`src/inc/csmcr_pkg.sv`:
```
// Package: register map, field layout, constants and carriers of the matrix and subcarrier config bank
package csmcr_pkg;

    // Widths of the register port and of the pixel samples
    localparam int ADDR_W = 8;
    localparam int DATA_W = 8;
    localparam int PIX_W = 10;

    // Register offsets on the control port
    localparam logic [7:0] OFS_CONFIG = 8'h3f;
    localparam logic [7:0] OFS_FREQ_BYTE0 = 8'h40;
    localparam logic [7:0] OFS_FREQ_BYTE1 = 8'h41;
    localparam logic [7:0] OFS_FREQ_BYTE2 = 8'h42;
    localparam logic [7:0] OFS_FREQ_BYTE3 = 8'h43;
    localparam logic [7:0] OFS_PHASE_LOW = 8'h44;
    localparam logic [7:0] OFS_PHASE_HIGH = 8'h45;

    // Subcarrier bytes sit at consecutive offsets from the first frequency byte
    localparam int FREQ_BYTES = 4;
    localparam int PHASE_BYTES = 2;
    localparam int SC_BYTES = FREQ_BYTES + PHASE_BYTES;

    // Field positions inside the configuration byte
    localparam int BIT_SOURCE_SEL = 7;
    localparam int BIT_RGB_LIMIT = 6;
    localparam int BIT_GAUSSIAN_BYPASS = 5;
    localparam int BIT_CLOCK_SEL = 4;
    localparam int BIT_CHROMA_OFS = 3;
    localparam int BIT_EXT_ROUND = 2;
    localparam int BIT_FMT_HI = 1;

    // Reset values
    localparam logic [7:0] RST_CONFIG = 8'h00;
    localparam logic [7:0] RST_SC_BYTE = 8'h00;
    localparam logic [7:0] RD_IDLE = 8'h00;

    // Converter code limits and chroma offset
    localparam logic [9:0] RGB_LIMIT_LO = 10'h100;
    localparam logic [9:0] RGB_LIMIT_HI = 10'h3ff;
    localparam logic [9:0] CHROMA_OFFSET = 10'h100;
    localparam logic [9:0] SYNC_LEVEL_DEF = 10'h00c;
    localparam logic [9:0] PIX_ZERO = 10'h000;

    // Colour matrix input and output format
    typedef enum logic [1:0] {
        CSMCR_YCBCR_TO_YPBPR = 2'h0,
        CSMCR_YCBCR_TO_RGB = 2'h1,
        CSMCR_RGB_TO_YPBPR = 2'h2,
        CSMCR_RGB_TO_RGB = 2'h3
    } csmcr_fmt_t;

    // Configuration byte, bit 7 first
    typedef struct packed {
        logic composite_source_select;
        logic rgb_limit_enable;
        logic gaussian_bypass;
        logic composite_clock_select;
        logic chroma_offset_control;
        logic extended_rounding;
        csmcr_fmt_t matrix_format;
    } csmcr_cfg_t;

    // Register port request
    typedef struct packed {
        logic [7:0] addr;
        logic [7:0] wdata;
        logic wr;
        logic rd;
    } csmcr_bus_t;

    // One RGB sample triple
    typedef struct packed {
        logic [9:0] r;
        logic [9:0] g;
        logic [9:0] b;
    } csmcr_rgb_t;

endpackage

```
`src/core/csmcr_bank.sv`:
```
// Module: configuration and subcarrier register bank with the datapath selections it steers
//
// Function
// - Config bit 7 high sends interpolated pixels to digital composite port, else plain.
// - RGB limit clear passes codes; set clamps converter codes to 256..1023.
// - Gaussian filter used when bit 5 clear, bypassed when set.
// - Bit 4 clear clocks composite port by pixel clock, set by processing clock.
// - Bit 3 adds 256 to second composite chroma lying below sync level.
// - Rounding bit set gives extra rounding bits on multipliers 8, 9, 10.
// - Format 00 YCbCr to YPbPr, 01 YCbCr to RGB, 10 RGB to YPbPr.
// - Frequency word bytes 7-0 up to 31-24 at ascending consecutive offsets.
// - Phase offset low byte holds bits 7-0, next offset bits 15-8.
`timescale 1ns/100ps
`default_nettype none

module csmcr_bank
    import csmcr_pkg::*;
#(
    parameter int PIX_BITS = PIX_W,
    parameter logic [9:0] SYNC_LEVEL = SYNC_LEVEL_DEF
)
(
    // Clock and reset
    input wire logic core_clk,
    input wire logic srst,
    // Register port
    input wire csmcr_bus_t bus_req,
    output logic [DATA_W-1:0] rd_data,
    // Digital composite sources
    input wire logic [PIX_BITS-1:0] interp_pixel,
    input wire logic [PIX_BITS-1:0] plain_pixel,
    output logic [PIX_BITS-1:0] digital_composite_port,
    output logic composite_clock_select,
    // Gaussian filter path
    input wire logic [PIX_BITS-1:0] gauss_filtered,
    input wire logic [PIX_BITS-1:0] gauss_raw,
    output logic [PIX_BITS-1:0] gauss_out,
    // Second composite chroma
    input wire logic [PIX_BITS-1:0] chroma_in,
    output logic [PIX_BITS-1:0] second_composite_output,
    // RGB converter codes
    input wire csmcr_rgb_t rgb_in,
    output csmcr_rgb_t rgb_out,
    // Colour matrix setup
    output logic extended_rounding,
    output logic matrix_in_rgb,
    output logic matrix_out_rgb,
    // Subcarrier setup
    output logic [31:0] subcarrier_freq_word,
    output logic [15:0] video_phase_offset
);

    // Datapath here is fixed to the 10 bit converter codes
    if (PIX_BITS != PIX_W)
    begin : g_bad_width
        $error("csmcr_bank: pixel width must match converter width");
    end

    // Offset match, used by write and read decode alike
    function automatic logic hit(input logic [7:0] addr, input logic [7:0] ofs);
        return addr == ofs;
    endfunction

    ////////////////////////////////////////////////////////////////////////
    // Register storage
    csmcr_cfg_t cfg;
    logic [7:0] sc_byte [SC_BYTES];

    // Configuration byte decode
    wire logic cfg_wr = bus_req.wr && hit(bus_req.addr, OFS_CONFIG);
    wire logic cfg_rd = bus_req.rd && hit(bus_req.addr, OFS_CONFIG);

    // Configuration byte, written whole
    always_ff @(posedge core_clk)
    begin
        if (srst)
            cfg <= csmcr_cfg_t'(RST_CONFIG);
        else if (cfg_wr)
            cfg <= csmcr_cfg_t'(bus_req.wdata);
    end

    // Subcarrier bytes, one generated register per offset
    genvar gi;
    for (gi = 0; gi < SC_BYTES; gi++)
    begin : g_sc
        wire logic [7:0] ofs = OFS_FREQ_BYTE0 + 8'(gi);
        wire logic byte_wr = bus_req.wr && hit(bus_req.addr, ofs);
        always_ff @(posedge core_clk)
        begin
            if (srst)
                sc_byte[gi] <= RST_SC_BYTE;
            else if (byte_wr)
                sc_byte[gi] <= bus_req.wdata;
        end
    end

    assign subcarrier_freq_word = {sc_byte[3], sc_byte[2], sc_byte[1], sc_byte[0]};
    assign video_phase_offset = {sc_byte[5], sc_byte[4]};

    ////////////////////////////////////////////////////////////////////////
    // Read port: data stand only in the cycle after the strobe
    logic [7:0] read_mux;
    always_comb
    begin
        if (!bus_req.rd)
            read_mux = RD_IDLE;
        else if (hit(bus_req.addr, OFS_CONFIG))
            read_mux = cfg;
        else if (hit(bus_req.addr, OFS_FREQ_BYTE0))
            read_mux = sc_byte[0];
        else if (hit(bus_req.addr, OFS_FREQ_BYTE1))
            read_mux = sc_byte[1];
        else if (hit(bus_req.addr, OFS_FREQ_BYTE2))
            read_mux = sc_byte[2];
        else if (hit(bus_req.addr, OFS_FREQ_BYTE3))
            read_mux = sc_byte[3];
        else if (hit(bus_req.addr, OFS_PHASE_LOW))
            read_mux = sc_byte[4];
        else if (hit(bus_req.addr, OFS_PHASE_HIGH))
            read_mux = sc_byte[5];
        else
            read_mux = RD_IDLE; // Unmapped offsets read as zero
    end

    // Read data register
    always_ff @(posedge core_clk)
    begin
        if (srst)
            rd_data <= RD_IDLE;
        else
            rd_data <= read_mux;
    end

    ////////////////////////////////////////////////////////////////////////
    // Datapath selections
    // composite source
    wire logic [PIX_BITS-1:0] next_dcp = cfg.composite_source_select ? interp_pixel : plain_pixel;
    wire logic [PIX_BITS-1:0] next_gauss = cfg.gaussian_bypass ? gauss_raw : gauss_filtered;
    // chroma below sync gets the offset; saturate rather than wrap
    wire logic chroma_low = chroma_in < SYNC_LEVEL;
    wire logic [PIX_BITS:0] chroma_sum = {1'b0, chroma_in} + {1'b0, CHROMA_OFFSET};
    wire logic [PIX_BITS-1:0] chroma_sat = chroma_sum[PIX_BITS] ? {PIX_BITS{1'b1}} : chroma_sum[PIX_BITS-1:0];
    wire logic [PIX_BITS-1:0] next_chroma = (cfg.chroma_offset_control && chroma_low) ? chroma_sat : chroma_in;
    wire logic next_in_rgb = (cfg.matrix_format == CSMCR_RGB_TO_YPBPR) || (cfg.matrix_format == CSMCR_RGB_TO_RGB);
    // code 11 is RGB to RGB
    wire logic next_out_rgb = (cfg.matrix_format == CSMCR_YCBCR_TO_RGB) || (cfg.matrix_format == CSMCR_RGB_TO_RGB);

    // Sample registers; one cycle of latency on every path keeps them aligned
    always_ff @(posedge core_clk)
    begin
        if (srst)
        begin
            digital_composite_port <= '0;
            gauss_out <= '0;
            second_composite_output <= '0;
        end
        else
        begin
            digital_composite_port <= next_dcp;
            gauss_out <= next_gauss;
            second_composite_output <= next_chroma;
        end
    end

    // Matrix and clock flags, registered from the config byte
    always_ff @(posedge core_clk)
    begin
        if (srst)
        begin
            composite_clock_select <= 1'b0;
            extended_rounding <= 1'b0;
            matrix_in_rgb <= 1'b0;
            matrix_out_rgb <= 1'b0;
        end
        else
        begin
            // clock select to the external clock mux
            composite_clock_select <= cfg.composite_clock_select;
            extended_rounding <= cfg.extended_rounding;
            matrix_in_rgb <= next_in_rgb;
            matrix_out_rgb <= next_out_rgb;
        end
    end

    ////////////////////////////////////////////////////////////////////////
    // one limiter per RGB channel
    wire logic [PIX_BITS-1:0] rgb_in_ch [3];
    wire logic [PIX_BITS-1:0] rgb_out_ch [3];
    assign rgb_in_ch[0] = rgb_in.r;
    assign rgb_in_ch[1] = rgb_in.g;
    assign rgb_in_ch[2] = rgb_in.b;
    for (gi = 0; gi < 3; gi++)
    begin : g_clamp
        csmcr_clamp #(
            .W(PIX_BITS),
            .LO(RGB_LIMIT_LO),
            .HI(RGB_LIMIT_HI)
        ) csmcr_clamp_inst (
            .core_clk(core_clk),
            .srst(srst),
            .limit_en(cfg.rgb_limit_enable),
            .data_in(rgb_in_ch[gi]),
            .data_out(rgb_out_ch[gi])
        );
    end
    assign rgb_out = {rgb_out_ch[0], rgb_out_ch[1], rgb_out_ch[2]};

    // Write data fields, named once so the checks read like the rules
    wire logic [7:0] wd = bus_req.wdata;
    wire logic wd_src = wd[BIT_SOURCE_SEL];
    wire logic wd_clk = wd[BIT_CLOCK_SEL];
    wire logic wd_round = wd[BIT_EXT_ROUND];
    wire logic wd_fmt_hi = wd[BIT_FMT_HI];
    wire logic wd_out_rgb = (wd[1:0] == CSMCR_YCBCR_TO_RGB) || (wd[1:0] == CSMCR_RGB_TO_RGB);
endmodule // csmcr_bank

`default_nettype wire

```
`src/core/csmcr_clamp.sv`:
```
// Module: one RGB channel limiter in front of a converter
`timescale 1ns/100ps
`default_nettype none

module csmcr_clamp
    import csmcr_pkg::*;
#(
    parameter int W = PIX_W,
    parameter logic [W-1:0] LO = RGB_LIMIT_LO,
    parameter logic [W-1:0] HI = RGB_LIMIT_HI
)
(
    // Clock and reset
    input wire logic core_clk,
    input wire logic srst,
    // Control
    input wire logic limit_en,
    // Samples
    input wire logic [W-1:0] data_in,
    output logic [W-1:0] data_out
);

    // Elaboration check on the limit window
    if (LO > HI)
    begin : g_bad_window
        $error("csmcr_clamp: lower limit above upper limit");
    end

    ////////////////////////////////////////////////////////////////////////
    // Limit selection
    wire logic below_lo = data_in < LO;
    wire logic above_hi = data_in > HI;
    wire logic [W-1:0] limited = below_lo ? LO : (above_hi ? HI : data_in);
    wire logic [W-1:0] next_data_out = limit_en ? limited : data_in;

    // Registered so the converter sees a clean code
    always_ff @(posedge core_clk)
    begin
        if (srst)
            data_out <= '0;
        else
            data_out <= next_data_out;
    end

endmodule // csmcr_clamp

`default_nettype wire

```
`config.mk`:
```
export PLATFORM = sky130hd
export DESIGN_NAME = csmcr_bank
export DESIGN_NICKNAME = d
export VERILOG_FILES = /design/src/inc/csmcr_pkg.sv /design/src/core/csmcr_bank.sv /design/src/core/csmcr_clamp.sv
export SDC_FILE = /design/constraint.sdc
export NUM_CORES = 1
export LEC_CHECK = 0
export ABC_AREA = 1
export CELL_PAD_IN_SITES_DETAIL_PLACEMENT = 1
export CELL_PAD_IN_SITES_GLOBAL_PLACEMENT = 1
export CORE_MARGIN = 2
export CORE_UTILIZATION = 44
export CTS_CLUSTER_SIZE = 24
export DETAILED_ROUTE_END_ITERATION = 6
export DONT_BUFFER_PORTS = 1
export PLACE_DENSITY_LB_ADDON = 0.1
export SKIP_LAST_GASP = 1
export SLEW_MARGIN = 20
export SYNTH_ARGS = -nofsm -noshare
export SYNTH_HDL_FRONTEND = slang
export SYNTH_SLANG_ARGS = --single-unit
```
`constraint.sdc`:
```
create_clock -name core_clk -period 2.55 [get_ports core_clk]
set_input_delay 0.6375 -clock core_clk [delete_from_list [all_inputs] [get_ports core_clk]]
set_output_delay 0.6375 -clock core_clk [all_outputs]
set_load 0.05 [all_outputs]
```
==> impl_results.md <==
- Fin crit period: 1860 ps
- Mapped Cells: 537
- Clock Latency Late Sink: 520 ps
- Worst R2R Setup Slack: 1100 ps
- CP arrival: 1230 ps
- Share of layout cells above drive strength 1: 9.69%
- CTS Buffer Depth: 2
- M3 GR Usage: a little under an eighth
- First-pass GRT wire length: 20300 um
- Hold Vio Cnt, Final: 0
- Slew Limit Fails: 0
- Initial antenna violation count: 0
- Final GP Congestion: roughly 0.85
- Synth Warn #: 0
- Max transition margin: between 60 and 70%
- Hold slack: 180 ps
- Post-synthesis register bit count: 128
- Clk_skew: 6.52 ps
- Routed wire per std cell: 19.6 um
- Final WL: 13600 um
- Post-Syn Area: approximately 0.0048 mm^2
- Vias per cell: 5.25
- Initial Utilization: 44.8%
- Max Cap Viol: 0
- CTS Hold Bufs: 0
- Via count: 3660
- Setup TNS: 0 ps
- I/O pins: 220
- Post_cts resized: 0
- Area delta synth->final: 14.8%
- DP Cell Count: 666
- Status: finished, final reports clean
- # H-tree levels: 4
- Worst-margin pin slew: 567 ps
- Post-synthesis sequential area ratio: 63.0%
- Fillers: between 1000 and 1500
- Unrepaired setup endpoints after global routing: false
- CTS buffer count: 17
- HP Class: in2reg
- Netlist cell types: 23
- Antenna fix cells: 0
- Mean Syn Cell Area: 9.00 um^2
- Syn_nets: 637
- Critical Path RT: between 1500 and 2000 ps
- DP HPWL: 10100 um
- CTS root buffer: clkbuf_8
- Clock Sinks: 128
- Non-Filler Instances: 697
- Worst Setup End Kind: output pin
- Area of the core: roughly 0.011 mm^2
- Remaining antenna violation count after routing: 0
- Die Width: 109 um
- Startpoint type of the worst setup path: flop
- GRT busiest layer: met2
- Worst-path fanout max: 2
- PortBufs: 0
- Die area: 0.0118 mm^2
- Final worst path period share: 73.1%
- First-pass DRT Iterations: 5
- Leakage power total: between 2 and 2.5 nW
- Peak supply drop: 0.448 mV
- Die Ht: between 100 and 150 um
- Clock transition at path regs: 60 ps
- 1st-iter DRT viols: about 230
- Rows: 38
- GR Overflow Total: 0
- DRC violations left: 0
- GR Layer Usage met1: 26.0%
- CTS tree: built
- Met2 Track Usage GR: 39.4%
- # Post-CTS Setup Buffers: 0
- Setup Viol. Count Final: 0
- WS Path Type: reg2out
- Nets@finish: 645
- Vias in the first global route: about 3800
- FMAX: 536 MHz
- P per Cell Area: 897 mW/mm^2
- GR Util All Layers: a little under a quarter
- Largest net degree at the start of global routing: 50
-- report_power, final --
group / switching (mW) / internal (mW) / leakage, nW
registers: 0.388 / 2.22 / 1.12
logic: 0.108 / 0.0399 / 1.07
clock network: 0.847 / 1.38 / 0.281
total: 1.34 / 3.63 / 2.47
-- placed cells by master (no fill, tap or decap) --
cell and count:
a21oi_1 13, buf_4 8, clkbuf_1 1, clkbuf_16 18
clkbuf_8 4, clkinv_2 4, clkinv_4 1, clkinvlp_4 1
dfxtp_1 80, edfxtp_1 48, inv_1 79, inv_2 6
inv_4 2, nand2_1 39, nand3_1 63, nand3_2 2
nand4_1 13, nand4_2 1, nor2_1 125, nor2_2 3
nor2_4 1, nor3_2 1, nor3b_4 1, nor4_2 1
o21ai_0 35, o21ai_1 7
-- layer usage --
metal | vias up | part of all wire (%)
li1 | 1742 | -
met1 | 1732 | 37
met2 | 168 | 50
met3 | 18 | 11
met4 | 0 | 1.3
met5 | - | 0
-- state kept, by name, summed over array words and instances (netlist names), 8 cells and up --
signal / count
sc_byte: 48
g_clamp.csmcr_clamp_inst.data_out: 30
digital_composite_port: 10
gauss_out: 10
second_composite_output: 10
cfg: 8
rd_data: 8
-- logic make-up after synthesis --
| logic type | after synthesis | synth area share, % |
|---|---|---|
| buf+inv | 104 | 8.26 |
| flops | 128 | 63.0 |
| compound gates | 55 | 5.69 |
| simple gates | 250 | 23.1 |
-- through the flow --
step / power (mW) / worst slack, ps / instance area (um^2) / util (%)
2_1_floorplan: 2.73 / 344 / 4830 / -
3_3_place_gp: 2.78 / 464 / 4990 / 46.2
3_5_place_dp: 2.79 / 385 / 4990 / 46.2
4_1_cts: 5.02 / 653 / 5550 / 51.4
5_1_grt: 5.14 / 645 / 5550 / 51.4
6_report: 4.97 / 685 / 5550 / 51.4
-- final cells by class --
class                   instances  area [um^2]  area share [%]
multi-input cells             305         1390            25.1
repair buffers                  8         60.1            1.08
clock buffers                  23          509            9.18
clock inverters                 8         48.8           0.880
flip-flops and latches        128         3040            54.9
well taps                     140          175            3.16
inverters                      85          319            5.75
-- path summary, 6_finish.rpt --
kind | startpoint | endpoint | depth (start not counted)
worst max-delay path | sc_byte[3][4] | subcarrier_freq_word[28] | 0
worst max register to register | sc_byte[5][3] | rd_data[3] | 6
worst min register to register | cfg[0] | matrix_out_rgb | 2
worst min-delay path | srst | g_clamp[1].csmcr_clamp_inst.data_out[8] | 1
-- synth_stat cells --
cell / n / share of area [%]
nor3_2: 1 / 0.21
buf_4: 1 / 0.16
nor2_4: 1 / 0.23
nand4_2: 1 / 0.26
dfxtp_1: 80 / 33
edfxtp_1: 48 / 30
nand3_2: 2 / 0.41
o21ai_1: 7 / 0.72
nor4_2: 1 / 0.26
inv_1: 79 / 6.1
buf_2: 3 / 0.31
nand2_1: 39 / 3.0
clkbuf_1: 11 / 0.85
nor2_2: 3 / 0.39
inv_2: 6 / 0.47
a21oi_1: 13 / 1.3
nor2_1: 125 / 9.7
nand4_1: 13 / 1.7
nor3b_4: 1 / 0.39
nand3_1: 63 / 6.5
buf_1: 3 / 0.23
clkbuf_2: 1 / 0.10
o21ai_0: 35 / 3.6
(Power assumes the default switching activity.)
